`src/hdl/dac_ctrl_regs.vh`:
```
// Register offsets, field positions, reset values and codes of the DAC control block
`ifndef DAC_CTRL_REGS_VH
`define DAC_CTRL_REGS_VH

`define ADDR_W 16
`define OFS_DAC_CODE 16'h0096
`define OFS_CONVERTER_SETUP 16'hF200
`define OFS_OUTPUT_ROUTING 16'hF201
`define OFS_ACTIVE_CODE_LOW 16'hF202
`define OFS_ACTIVE_CODE_HIGH 16'hF203
`define OFS_ACCESS_COUNTER_RESET 16'hF204

`define SETUP_ON_BIT 7
`define SETUP_SRC_HI 4
`define SETUP_SRC_LO 0
`define SETUP_WMASK 8'h9F
`define ROUTING_CAL_BIT 7
`define ROUTING_WMASK 8'h8F
`define CLR_CPU_BIT 7
`define CLR_XFER_BIT 6
`define CODE_LOW_MASK 8'hF0

`define RST_SETUP 8'h00
`define RST_ROUTING 8'h00
`define RST_CODE 12'h000

`define SRC_IMMEDIATE 5'h00
`define SRC_CMP_FIRST 5'h08
`define SRC_TMR_FIRST 5'h0C
`define SRC_PWM_FIRST 5'h10
`define SRC_PWM_LAST 5'h17

`endif

```
`src/hdl/code_pair_port.v`:
```
// One master's view of the shared low/high code address
`timescale 1ns/1ps
module code_pair_port (
  input wire clk_sys,
  input wire srst,
  input wire access,
  input wire write,
  input wire counter_clear,
  output reg phase_high_reg,
  output wire write_low,
  output wire write_high
);
  // Low byte first, high byte second on each toggle
  assign write_low = access & write & ~phase_high_reg;
  assign write_high = access & write & phase_high_reg;

  always @(posedge clk_sys) begin
    if (srst) begin
      phase_high_reg <= 1'b0;
    end else if (counter_clear) begin
      phase_high_reg <= 1'b0;
    end else if (access) begin
      phase_high_reg <= ~phase_high_reg;
    end
  end
endmodule // code_pair_port

```
`src/hdl/dac_update_control.v`:
```
// DAC update control: registers, two access counters, trigger select and output routing
//
// The strobed register port was decided locally.
`timescale 1ns/1ps
`include "dac_ctrl_regs.vh"

module dac_update_control #(
  parameter CODE_W = 12,
  parameter NUM_CMP = 4,
  parameter NUM_TMR = 4,
  parameter NUM_PWM = 8
) (
  input wire clk_sys,
  input wire srst,
  input wire [15:0] cpu_addr,
  input wire [7:0] cpu_wdata,
  input wire cpu_wr,
  input wire cpu_rd,
  output reg [7:0] cpu_rdata,
  input wire xfer_access,
  input wire xfer_write,
  input wire [7:0] xfer_wdata,
  output reg [7:0] xfer_rdata,
  input wire [NUM_CMP-1:0] cmp_event,
  input wire [NUM_TMR-1:0] tmr_event,
  input wire [NUM_PWM-1:0] pwm_event,
  output reg converter_on,
  output reg [CODE_W-1:0] active_code,
  output reg [3:0] pin_route,
  output reg calibration_route
);
  reg [7:0] setup_reg;
  reg [7:0] routing_reg;
  reg [3:0] code_low_reg;
  reg [7:0] code_high_reg;
  reg [CODE_W-1:0] active_reg;
  reg low_seen_reg;
  reg high_seen_reg;
  wire [4:0] src_sel;
  wire cpu_code_hit;
  wire cpu_code_rd_hit;
  wire cpu_clear;
  wire xfer_clear;
  wire cpu_phase;
  wire xfer_phase;
  wire cpu_wlow;
  wire cpu_whigh;
  wire xfer_wlow;
  wire xfer_whigh;
  wire any_wlow;
  wire any_whigh;
  wire [7:0] wlow_data;
  wire [7:0] whigh_data;
  reg event_hit;
  wire trigger;

  // Source code to selected event pulse; reserved codes never fire
  function sel_event;
    input [4:0] src;
    input [NUM_CMP-1:0] cmp;
    input [NUM_TMR-1:0] tmr;
    input [NUM_PWM-1:0] pwm;
    begin
      sel_event = 1'b0;
      if (src >= `SRC_CMP_FIRST && src < `SRC_TMR_FIRST) begin
        sel_event = cmp[src[1:0]];
      end else if (src >= `SRC_TMR_FIRST && src < `SRC_PWM_FIRST) begin
        sel_event = tmr[src[1:0]];
      end else if (src >= `SRC_PWM_FIRST && src <= `SRC_PWM_LAST) begin
        sel_event = pwm[src[2:0]];
      end
    end
  endfunction

  // Code pair bytes in register layout
  function [7:0] low_byte;
    input [CODE_W-1:0] code;
    begin
      low_byte = {code[3:0], 4'h0};
    end
  endfunction

  function [7:0] high_byte;
    input [CODE_W-1:0] code;
    begin
      high_byte = code[11:4];
    end
  endfunction

  assign src_sel = setup_reg[`SETUP_SRC_HI:`SETUP_SRC_LO];
  assign cpu_code_hit = (cpu_wr | cpu_rd) && (cpu_addr == `OFS_DAC_CODE);
  assign cpu_code_rd_hit = cpu_rd && (cpu_addr == `OFS_DAC_CODE);
  assign cpu_clear = cpu_wr && (cpu_addr == `OFS_ACCESS_COUNTER_RESET) &&
                     cpu_wdata[`CLR_CPU_BIT];
  assign xfer_clear = cpu_wr && (cpu_addr == `OFS_ACCESS_COUNTER_RESET) &&
                      cpu_wdata[`CLR_XFER_BIT];

  code_pair_port u_cpu_port (
    .clk_sys(clk_sys),
    .srst(srst),
    .access(cpu_code_hit),
    .write(cpu_wr),
    .counter_clear(cpu_clear),
    .phase_high_reg(cpu_phase),
    .write_low(cpu_wlow),
    .write_high(cpu_whigh)
  );

  // Separate counter so the two masters never disturb each other's byte order
  code_pair_port u_xfer_port (
    .clk_sys(clk_sys),
    .srst(srst),
    .access(xfer_access),
    .write(xfer_write),
    .counter_clear(xfer_clear),
    .phase_high_reg(xfer_phase),
    .write_low(xfer_wlow),
    .write_high(xfer_whigh)
  );

  // CPU wins if both write the same cycle; software keeps them apart anyway
  assign any_wlow = cpu_wlow | xfer_wlow;
  assign any_whigh = cpu_whigh | xfer_whigh;
  assign wlow_data = cpu_wlow ? cpu_wdata : xfer_wdata;
  assign whigh_data = cpu_whigh ? cpu_wdata : xfer_wdata;

  always @* begin
    if (src_sel == `SRC_IMMEDIATE) begin
      event_hit = any_whigh;
    end else begin
      event_hit = sel_event(src_sel, cmp_event, tmr_event, pwm_event);
    end
  end

  // Immediate mode: high byte lands this cycle, so take it from the bus
  assign trigger = event_hit && low_seen_reg && (high_seen_reg || any_whigh);

  always @(posedge clk_sys) begin
    if (srst) begin
      setup_reg <= `RST_SETUP;
      routing_reg <= `RST_ROUTING;
      code_low_reg <= 4'h0;
      code_high_reg <= 8'h00;
      active_reg <= `RST_CODE;
      low_seen_reg <= 1'b0;
      high_seen_reg <= 1'b0;
    end else begin
      if (cpu_wr && cpu_addr == `OFS_CONVERTER_SETUP) begin
        setup_reg <= cpu_wdata & `SETUP_WMASK;
      end
      if (cpu_wr && cpu_addr == `OFS_OUTPUT_ROUTING) begin
        routing_reg <= cpu_wdata & `ROUTING_WMASK;
      end
      if (any_wlow) begin
        code_low_reg <= wlow_data[7:4];
        low_seen_reg <= 1'b1;
      end
      if (any_whigh) begin
        code_high_reg <= whigh_data;
        high_seen_reg <= 1'b1;
      end
      if (trigger) begin
        active_reg <= {(any_whigh ? whigh_data : code_high_reg), code_low_reg};
      end
    end
  end

  // Read data one cycle after the strobe, zero otherwise
  always @(posedge clk_sys) begin
    if (srst) begin
      cpu_rdata <= 8'h00;
      xfer_rdata <= 8'h00;
    end else begin
      cpu_rdata <= 8'h00;
      xfer_rdata <= 8'h00;
      if (cpu_code_rd_hit) begin
        cpu_rdata <= cpu_phase ? code_high_reg : {code_low_reg, 4'h0};
      end else if (cpu_rd) begin
        case (cpu_addr)
          `OFS_CONVERTER_SETUP: cpu_rdata <= setup_reg;
          `OFS_OUTPUT_ROUTING: cpu_rdata <= routing_reg;
          `OFS_ACTIVE_CODE_LOW: cpu_rdata <= low_byte(active_reg);
          `OFS_ACTIVE_CODE_HIGH: cpu_rdata <= high_byte(active_reg);
          default: cpu_rdata <= 8'h00;
        endcase
      end
      if (xfer_access && !xfer_write) begin
        xfer_rdata <= xfer_phase ? code_high_reg : {code_low_reg, 4'h0};
      end
    end
  end

  always @(posedge clk_sys) begin
    if (srst) begin
      converter_on <= 1'b0;
      active_code <= `RST_CODE;
      pin_route <= 4'h0;
      calibration_route <= 1'b0;
    end else begin
      converter_on <= setup_reg[`SETUP_ON_BIT];
      active_code <= active_reg;
      pin_route <= routing_reg[3:0];
      calibration_route <= routing_reg[`ROUTING_CAL_BIT];
    end
  end
endmodule // dac_update_control

```
`config.mk`:
```
export PLATFORM = sky130hd
export DESIGN_NAME = dac_update_control
export DESIGN_NICKNAME = d
export VERILOG_FILES = /design/src/hdl/code_pair_port.v /design/src/hdl/dac_update_control.v
export VERILOG_INCLUDE_DIRS = /design/src /design/src/hdl
export SDC_FILE = /design/constraint.sdc
export NUM_CORES = 1
export LEC_CHECK = 0
export ABC_AREA = 1
export BUFFER_PORTS_ARGS = -buffer_cell sky130_fd_sc_hd__buf_2
export CAP_MARGIN = 5
export CORE_MARGIN = 2
export CORE_UTILIZATION = 53
export CTS_CLUSTER_SIZE = 28
export DETAILED_ROUTE_END_ITERATION = 16
export PLACE_DENSITY = 0.87
export SYNTH_ARGS = -nofsm -noshare
export SYNTH_HDL_FRONTEND = slang
export SYNTH_HIERARCHICAL = 1
export SYNTH_SLANG_ARGS = --single-unit
```
`constraint.sdc`:
```
create_clock -name clk_sys -period 3.5 [get_ports clk_sys]
set_clock_uncertainty 0.1 [all_clocks]
set_input_delay 0.7 -clock clk_sys [delete_from_list [all_inputs] [get_ports clk_sys]]
set_output_delay 0.7 -clock clk_sys [all_outputs]
set_load 0.02 [all_outputs]
```
==> flow_metrics.env, run 1 <==
export IMPL_outcome="completed"
export IMPL_fmax_mhz=349
export IMPL_synth_edff_count=0
export IMPL_firstDrtPassIters=5
export IMPL_endpoint_kind="flop"
export IMPL_layout_cells_non_filler=650
export IMPL_rows=29
export IMPL_core_area_um2=6350
export IMPL_dp_cells=634
export IMPL_die_area_um2=7210
export IMPL_grt_max_degree=49
export IMPL_chipWidth_um=84.9
export IMPL_tightestPinTransition_ns=0.827
export IMPL_cts_sinks=73
export IMPL_p_per_area_nw_per_um2=386
export IMPL_place_congestion=0.949
export IMPL_worstPathArrival_ns=3.03
export IMPL_ys_async_sr_fraction_pct=0
export IMPL_yosysTopAreaCell="dfxtp_1"
export IMPL_io_pins=88
export IMPL_pwr_share_seq_pct=53.6
export IMPL_synth_ff_type="dfxtp_1"
export IMPL_h_tree_depth=3
export IMPL_die_h_um=84.9
export IMPL_cts_resized=0
export IMPL_holdBufCountCts=0
export IMPL_hpwl_um=6580
export IMPL_yosysUniqueCellTypes=37
export IMPL_final_layout_size_suffix_gt1_share_pct=25.3
export IMPL_cts_setup_buffers=0
export IMPL_hold_viol=0
export IMPL_avgSynthCellArea_um2=7.14
export IMPL_period_share_pct=81.9
export IMPL_crit_end="active_reg[11]"
export IMPL_startpoint="cpu_addr[0]"
export IMPL_p_comb_share_pct=8.4
export IMPL_drtAntennaViolNets=0
export IMPL_grt_setup_unrepaired="no"
export IMPL_insertion_delay_ns=0.36
export IMPL_nets=622
export IMPL_worstReg2RegStart="u_cpu_port/phase_high_reg"
export IMPL_first_global_vias=3171
export IMPL_ys_seq_area_share_pct=42.1
export IMPL_p_leak_nw=1.84
export IMPL_synth_top_cell_area_share_pct=42.1
export IMPL_drt_wl_total_um=8810
export IMPL_post_place_ws_ns=0.346
export IMPL_min_path_type="reg2reg"
export IMPL_p_sw_uw=415
export IMPL_cts_tree="built"
export IMPL_crit_type="in2reg"
export IMPL_initialDrtViolationCount=446
export IMPL_final_setup_viol_count=0
export IMPL_syn_nets=540
export IMPL_port_buffers=87
export IMPL_routed_via_count=3528
export IMPL_cts_path_max_buffers=2
export IMPL_rrSetupSlack_ns=1.14
export IMPL_synthCells=486
export IMPL_relSlewSlack_pct=44.6
export IMPL_power_frac_clock_pct=38.0
export IMPL_clockRootBuffer="clkbuf_8"
export IMPL_grt_overflow=0
export IMPL_initial_core_util_pct=54.7
export IMPL_antenna_found_initial=0
export IMPL_hold_ws_ns=0.350
export IMPL_reg2reg_depth=12
export IMPL_p_sw_share_pct=26.3
export IMPL_synthTopCellsByArea="dfxtp_1, nand2_1, nor2_1"
export IMPL_ys_warn_count=6
export IMPL_period_needed_ns=2.86
export IMPL_maxCapViolCount=0
export IMPL_wl_per_cell_um=13.6
export IMPL_slew_violations=0
export IMPL_tns_ns=0
export IMPL_critPathMaxFanout=23
export IMPL_power_internal_mw=1.16
export IMPL_vias_per_cell=5.43
export IMPL_grt_usage_pct=25.3
export IMPL_grt_pass1_wl_um=14500
export IMPL_syn_area_um2=3470
export IMPL_critPathLaunchType="input port"
export IMPL_area_growth_pct=17.8
export IMPL_n_antenna_cell=0
export IMPL_ir_drop_v=0.000343
export IMPL_numCtsBuffers=9
export IMPL_final_setup_worst_slack_ns=0.635
export IMPL_synth_ff_latch_count=73
export IMPL_clk_pin_slew_ns=0.09
export IMPL_cp_required_ns=3.66
export IMPL_r2r_end="active_reg[11]"
export IMPL_route_detailed_drc=0
==> routing by layer <==
metal  track usage, %  share of wire [%]
met5                0                  0
met1             32.5                 42
met4             9.09                2.4
met3             8.17                8.8
met2             40.3                 47
==> worst max-delay path, cell delays in order <==
cell and delay, ns:
buf_2 0.12, inv_1 0.07, nand2_1 0.07, nor3_1 0.17
nand2_1 0.15, a21oi_1 0.24, nand2_1 0.12, nor2_1 0.14
buf_4 0.21, nor2_8 0.06, inv_4 0.09, nand3_1 0.08
a21oi_1 0.19, nand2_2 0.09, nand2_4 0.24, nand2_1 0.11
nor2_1 0.11, nor2_1 0.06
==> power by group through the flow <==
stage,combinational [mW],clock [mW],sequential (mW)
2_1_floorplan,0.0764,0,0.863
3_3_place_gp,0.126,0,0.864
3_5_place_dp,0.130,0,0.865
4_1_cts,0.131,0.604,0.845
5_1_grt,0.148,0.647,0.847
6_report,0.133,0.599,0.846
==> cells by family (layout without fill, tap and decap cells) <==
| group | Yosys count | in the layout | share of synthesized area (%) |
|---|---|---|---|
| buffers and inverters | 95 | 182 | 11.7 |
| DFF | 73 | 73 | 42.1 |
| and+or+nand+nor | 253 | 253 | 35.0 |
| AOI/OAI and AO/OA | 65 | 65 | 11.1 |
==> through the flow <==
step | power (mW) | util (%) | instance area (um2)
final | 1.58 | 64.4 | 4090
after global routing | 1.64 | 64.4 | 4090
after CTS | 1.58 | 64.4 | 4090
after detailed placement | 0.995 | 61.6 | 3910
after global placement | 0.990 | 61.6 | 3910
after floorplan | 0.939 | - | 3470
==> cell usage after synthesis (2+ instances only) <==
| cell | count |
|---|---|
| buf_2 | 5 |
| nor2_1 | 75 |
| a21oi_2 | 2 |
| buf_6 | 2 |
| nand4_1 | 32 |
| o221ai_1 | 5 |
| buf_4 | 4 |
| nand3_2 | 11 |
| a221oi_1 | 6 |
| nand2_1 | 86 |
| a21oi_1 | 38 |
| inv_1 | 70 |
| nor3_1 | 2 |
| clkbuf_1 | 7 |
| or2_2 | 6 |
| inv_2 | 3 |
| dfxtp_1 | 73 |
| nor2_2 | 9 |
| nand3_1 | 24 |
| a31oi_1 | 4 |
| o21ai_0 | 6 |
==> layout make-up <==
type / count / area [um2]
Clock buffer: 10 / 138
Fill cell: 544 / 2260
Multi-Input combinational cell: 318 / 1600
Timing Repair Buffer: 91 / 465
Tap cell: 77 / 96.3
Clock inverter: 6 / 42.5
Inverter: 75 / 284
Sequential cell: 73 / 1460
==> cells in the final DEF (no fill, tap or decap), drive strengths merged <==
| master | count |
|---|---|
| buf | 91 |
| nand2 | 88 |
| nor2 | 86 |
| or3 | 1 |
| nor4 | 1 |
| clkinvlp | 2 |
| a221oi | 6 |
| nor3 | 3 |
| a21oi | 40 |
| nand3 | 35 |
| clkbuf | 10 |
| clkinv | 4 |
| o21ai | 8 |
| or2 | 7 |
| inv | 75 |
| o22ai | 1 |
| dfxtp | 73 |
| a31oi | 4 |
| nand4 | 32 |
| o211ai | 1 |
| o221ai | 5 |
==> worst min-delay path by stage <==
stage	from	to	slack (ns)	cells past startpoint
6_report	routing_reg[0]	pin_route[0]	0.35	2
5_1_grt	routing_reg[0]	pin_route[0]	0.37	2
4_1_cts	routing_reg[0]	pin_route[0]	0.35	2
3_5_place_dp	routing_reg[0]	pin_route[0]	0.34	2
3_3_place_gp	routing_reg[3]	pin_route[3]	0.34	2
2_1_floorplan	active_reg[10]	active_code[10]	0.32	2
Note: power is estimated with default switching activity, not from simulation.
==> run 2: changes to the inputs <==
- ABC_AREA: 1 -> 0
- CORE_UTILIZATION: 53 -> 52
- clock period: 3.5 -> 2.7 ns (I/O delays scaled with it)
==> run 2 against run 1 <==
Non-clock buffer count grew 15. Setup slack got worse by 0.52 ns. Combinational power grew 17%. Largest power group unchanged. Worst hold slack worse by 0.0078 ns. Design area is 3.6% lower. Flip-flop and latch count is the same. Wire length decreased by 12%. Register-to-register slack worse by 0.77 ns. Die area is 7.0% lower.
==> flow_metrics.env, run 2 <==
export IMPL_yosysTopAreaCell="dfxtp_1"
export IMPL_ys_seq_area_share_pct=46.3
export IMPL_initial_core_util_pct=53.6
export IMPL_place_congestion=0.920
export IMPL_dpl_cell_area_um2=3760
export IMPL_drtAntennaViolNets=0
export IMPL_cts_resized=0
export IMPL_tightestPinTransition_ns=0.983
export IMPL_final_util_pct=67.0
export IMPL_p_comb_share_pct=7.6
export IMPL_power_frac_clock_pct=39.1
export IMPL_synth_ff_latch_count=73
export IMPL_grt_usage_pct=24.3
export IMPL_met2_usage_pct=40.2
export IMPL_drt_wl_total_um=7720
export IMPL_syn_area_um2=3150
export IMPL_period_needed_ns=2.59
export IMPL_io_pins=88
export IMPL_initialDrtViolationCount=228
export IMPL_firstDrtPassIters=5
export IMPL_final_setup_viol_count=0
export IMPL_synthCells=315
export IMPL_h_tree_depth=3
export IMPL_ir_drop_v=0.000386
export IMPL_outcome="completed"
export IMPL_fmax_mhz=386
export IMPL_endpoint_kind="flop"
export IMPL_cts_setup_buffers=0
export IMPL_worstPathArrival_ns=2.69
export IMPL_p_sw_share_pct=26.5
export IMPL_maxCapViolCount=0
export IMPL_final_cell_mix="buf_2, dfxtp_1, nor2_1, mux2i_1"
export IMPL_area_growth_pct=25.0
export IMPL_syn_nets=369
export IMPL_insertion_delay_ns=0.36
export IMPL_rows=28
export IMPL_p_sw_uw=544
export IMPL_cts_path_max_buffers=2
export IMPL_p_leak_nw=1.74
export IMPL_nets=468
export IMPL_final_layout_size_suffix_gt1_share_pct=40.6
export IMPL_met1_usage_pct=30.0
export IMPL_hold_viol=0
export IMPL_grt_max_degree=57
export IMPL_clockRootBuffer="clkbuf_8"
export IMPL_period_share_pct=95.9
export IMPL_holdBufCountCts=0
export IMPL_n_antenna_cell=0
export IMPL_hpwl_um=5710
export IMPL_relSlewSlack_pct=34.5
export IMPL_layout_cells_non_filler=494
export IMPL_avgSynthCellArea_um2=10.0
export IMPL_grt_pass1_wl_um=12000
export IMPL_critPathMaxFanout=4
export IMPL_synth_edff_count=0
export IMPL_first_global_vias=2529
export IMPL_crit_type="in2reg"
export IMPL_port_buffers=87
export IMPL_synthTopCellsByArea="dfxtp_1, mux2i_1, mux2_2"
export IMPL_antenna_found_initial=0
export IMPL_clk_pin_slew_ns=0.08
export IMPL_synth_most_common_cell="dfxtp_1"
export IMPL_pwr_share_seq_pct=53.3
export IMPL_chipWidth_um=81.9
export IMPL_routed_via_count=2770
export IMPL_busiest_layer="met2"
export IMPL_grt_setup_unrepaired="no"
export IMPL_grt_overflow=0
export IMPL_synth_top_cell_area_share_pct=46.3
export IMPL_slew_violations=0
export IMPL_design_area_um2=3940
export IMPL_cts_sinks=73
export IMPL_dp_cells=478
export IMPL_core_area_um2=5890
export IMPL_grt_use_met3_pct=6.59
export IMPL_layout_filler_cells=454
export IMPL_numCtsBuffers=9
export IMPL_yosysUniqueCellTypes=42
export IMPL_power_internal_mw=1.51
export IMPL_min_path_type="in2reg"
export IMPL_route_detailed_drc=0
export IMPL_layout_commonest_cell="buf_2"
export IMPL_die_area_um2=6710
export IMPL_cts_tree="built"
export IMPL_ys_warn_count=6
export IMPL_ys_top_cells_by_count="dfxtp_1, nor2_1, mux2i_1"
export IMPL_multiInputGateArea_um2=1620
export IMPL_p_per_area_nw_per_um2=521
export IMPL_wl_per_cell_um=15.6
export IMPL_synth_ff_type="dfxtp_1"
export IMPL_critPathLaunchType="input port"
export IMPL_vias_per_cell=5.61
export IMPL_cp_required_ns=2.80
export IMPL_ys_async_sr_fraction_pct=0
export IMPL_die_h_um=81.9
export IMPL_seqCellArea_um2=1460
run 2: changes by cell type after synthesis, moves of 19 or more:
cell / before / now
a21oi_1: 38 / 16
inv_1: 70 / 2
mux2_2: 0 / 19
mux2i_1: 0 / 33
nand2_1: 86 / 14
nand3_1: 24 / 4
nand4_1: 32 / 7
nor2_1: 75 / 43
run 2: path summary, 6_finish.rpt:
kind,cells past startpoint,startpoint,to,slack (ns)
min,3,cpu_wdata[5],code_low_reg[1],0.34
min reg2reg,1,active_reg[8],active_code[8],0.39
max,11,cpu_addr[3],active_reg[1],0.11
max reg2reg,5,setup_reg[1],active_reg[6],0.37
run 2: logic make-up (layout without fill, tap and decap cells):
kind of cell / after synthesis / count (layout) / synth area share (%)
buffers and inverters: 20 / 124 / 4.12
flip-flops: 73 / 73 / 46.3
multiplexers: 54 / 54 / 18.7
XOR/XNOR: 2 / 2 / 0.555
AND/OR/NAND/NOR: 128 / 128 / 22.2
AO/OA/AOI/OAI: 38 / 38 / 8.13
run 2: cell type report:
class	instances	area share (%)
Sequential cell	73	37.1
Tap cell	75	2.38
Clock buffer	9	3.14
Multi-Input combinational cell	222	41.0
Timing Repair Buffer	106	14.7
Inverter	2	0.190
Clock inverter	7	1.56
run 2: through the flow:
step / setup TNS [ns] / hold slack, ns / power, mW / setup WS (ns)
after detailed placement: -2.21 / 0.373 / 1.27 / -0.216
final: 0 / 0.342 / 2.05 / 0.111
after global placement: -1.32 / 0.368 / 1.27 / -0.117
after floorplan: -0.141 / 0.352 / 1.20 / -0.0168
after global routing: 0 / 0.363 / 2.12 / 0.0731
after CTS: 0 / 0.334 / 2.06 / 0.152
run 2: critical path, cell delays in order:
cell	delay, ns
buf_2	0.11
nor4_4	0.36
nand4_1	0.18
nor2_2	0.13
o21a_1	0.15
and3_4	0.21
nor3_4	0.05
or3b_4	0.41
or2_2	0.35
nand4_1	0.12
a21oi_1	0.08
run 2: metal layers:
layer / routed length [um] / up-vias
met5: 0 / -
met4: 160 / 0
met3: 629 / 17
met2: 3740 / 147
met1: 3190 / 1296
li1: - / 1310
run 2: power by group through the flow:
stage | Clock, mW | Combinational [mW] | Sequential (mW)
floorplan | 0 | 0.0826 | 1.12
global placement | 0 | 0.149 | 1.12
detailed placement | 0 | 0.153 | 1.12
CTS | 0.815 | 0.155 | 1.09
global route | 0.858 | 0.169 | 1.10
finish | 0.803 | 0.156 | 1.10
==> run 3: changes to the inputs <==
- CORE_ASPECT_RATIO: unset -> 0.6
==> run 3 against run 2 <==
Setup slack gained 0.050 ns. Global-route usage grew 0.98 points. Register-to-register slack lost 0.04 ns. First-iteration DRC count grew 20%. Die area grew 0.30%. Critical endpoint is now active_reg[3]. Largest power group unchanged.
==> flow_metrics.env, run 3 (synthesized netlist as in run 2, its figures left out) <==
export IMPL_fmax_mhz=394
export IMPL_hold_viol=0
export IMPL_antenna_found_initial=0
export IMPL_grt_usage_pct=25.3
export IMPL_p_comb_share_pct=7.9
export IMPL_p_per_area_nw_per_um2=503
export IMPL_rrSetupSlack_ns=0.33
export IMPL_cts_tree="built"
export IMPL_power_internal_mw=1.51
export IMPL_worstPathArrival_ns=2.62
export IMPL_grt_overflow=0
export IMPL_tightestPinTransition_ns=1.01
export IMPL_chipWidth_um=105
export IMPL_die_area_um2=6730
export IMPL_p_sw_uw=468
export IMPL_relSlewSlack_pct=32.4
export IMPL_grt_max_degree=57
export IMPL_layout_commonest_cell="buf_2"
export IMPL_p_sw_share_pct=23.6
export IMPL_wl_per_cell_um=15.9
export IMPL_vias_per_cell=5.35
export IMPL_holdBufCountCts=0
export IMPL_final_cell_mix="buf_2, dfxtp_1, nor2_1, mux2i_1, buf_4"
export IMPL_area_growth_pct=25.0
export IMPL_endpoint_kind="flop"
export IMPL_ir_drop_v=0.000287
export IMPL_port_buffers=87
export IMPL_route_detailed_drc=0
export IMPL_insertion_delay_ns=0.35
export IMPL_first_global_vias=2551
export IMPL_period_share_pct=94.1
export IMPL_n_antenna_cell=0
export IMPL_hpwl_um=5970
export IMPL_tns_ns=0
export IMPL_period_needed_ns=2.54
export IMPL_maxCapViolCount=0
export IMPL_p_leak_nw=1.74
export IMPL_startpoint="cpu_addr[3]"
export IMPL_grt_setup_unrepaired="no"
export IMPL_design_area_um2=3940
export IMPL_worstHoldStart="cpu_wdata[5]"
export IMPL_seqCellArea_um2=1460
export IMPL_clk_pin_slew_ns=0.07
export IMPL_cts_sinks=73
export IMPL_clockRootBuffer="clkbuf_8"
export IMPL_drt_wl_total_um=7960
export IMPL_core_area_um2=5700
export IMPL_worstReg2RegStart="setup_reg[1]"
export IMPL_drtAntennaViolNets=0
export IMPL_firstDrtPassIters=4
export IMPL_rows=21
export IMPL_cp_required_ns=2.78
export IMPL_cts_path_max_buffers=2
export IMPL_h_tree_depth=3
export IMPL_io_pins=88
export IMPL_cts_resized=0
export IMPL_multiInputGateArea_um2=1620
export IMPL_routed_via_count=2676
export IMPL_critPathLaunchType="input port"
export IMPL_slew_violations=0
export IMPL_grt_pass1_wl_um=12900
export IMPL_pwr_share_seq_pct=55.4
export IMPL_dpl_cell_area_um2=3780
export IMPL_nets=470
export IMPL_final_layout_size_suffix_gt1_share_pct=40.2
export IMPL_final_setup_viol_count=0
export IMPL_die_h_um=64.3
export IMPL_outcome="completed"
export IMPL_min_path_type="in2reg"
export IMPL_critPathMaxFanout=4
export IMPL_numCtsBuffers=9
export IMPL_initialDrtViolationCount=273
export IMPL_initial_core_util_pct=55.3
export IMPL_place_congestion=0.835
export IMPL_crit_type="in2reg"
export IMPL_layout_filler_cells=453
export IMPL_power_frac_clock_pct=36.7
export IMPL_cts_setup_buffers=0
==> run 3: changes by cell type in the layout (fill, tap and decap cells not counted), sizes merged <==
cell	delta
buf	+2
clkbuf	+3
clkinv	+1
clkinvlp	-1
inv	-4
==> run 3: layout make-up <==
| class | count | area share (%) |
|---|---|---|
| multi-input combinational | 222 | 41.0 |
| sequential | 73 | 37.1 |
| timing repair buffer | 108 | 15.0 |
| clock buffer | 12 | 3.68 |
| tap | 80 | 2.54 |
| clock inverter | 3 | 0.444 |
| inverter | 2 | 0.190 |
==> run 3: metal layers <==
layer | vias up | routed length [um] | track usage, %
li1 | 1304 | - | -
met1 | 1252 | 3650 | 35.3
met2 | 106 | 3480 | 37.6
met3 | 14 | 706 | 6.94
met4 | 0 | 123 | 8.95
met5 | - | 0 | 0
==> run 3: worst paths after layout <==
kind                endpoint  cells after the start
min          code_low_reg[1]                      3
max reg2reg    active_reg[6]                      5
min reg2reg     pin_route[2]                      1
max            active_reg[3]                     11
==> run 3: power by group through the flow <==
stage	clock (mW)	combinational (mW)	sequential (mW)
after global routing	0.781	0.170	1.10
final	0.727	0.157	1.10
after floorplan	0	0.0826	1.12
after CTS	0.737	0.156	1.10
after detailed placement	0	0.155	1.12
after global placement	0	0.150	1.12
==> run 3: metrics by stage <==
step	utilization [%]	worst slack, ns	std cells	hold slack (ns)	total power [mW]
3_3_place_gp	66.3	-0.103	485	0.366	1.27
3_5_place_dp	66.3	-0.197	485	0.376	1.28
6_report	69.1	0.161	500	0.331	1.98
5_1_grt	69.1	0.00797	500	0.361	2.05
4_1_cts	69.1	0.163	500	0.324	1.99
2_1_floorplan	-	-0.0168	315	0.352	1.20
==> run 3: critical path, stage by stage <==
cell     delay (ns)
buf_2          0.11
nor4_4         0.28
nand4_1        0.17
nor2_2         0.14
o21a_1         0.15
and3_4         0.22
nor3_4         0.05
or3b_4         0.42
or2_2          0.35
nand4_1        0.12
a21oi_1        0.08
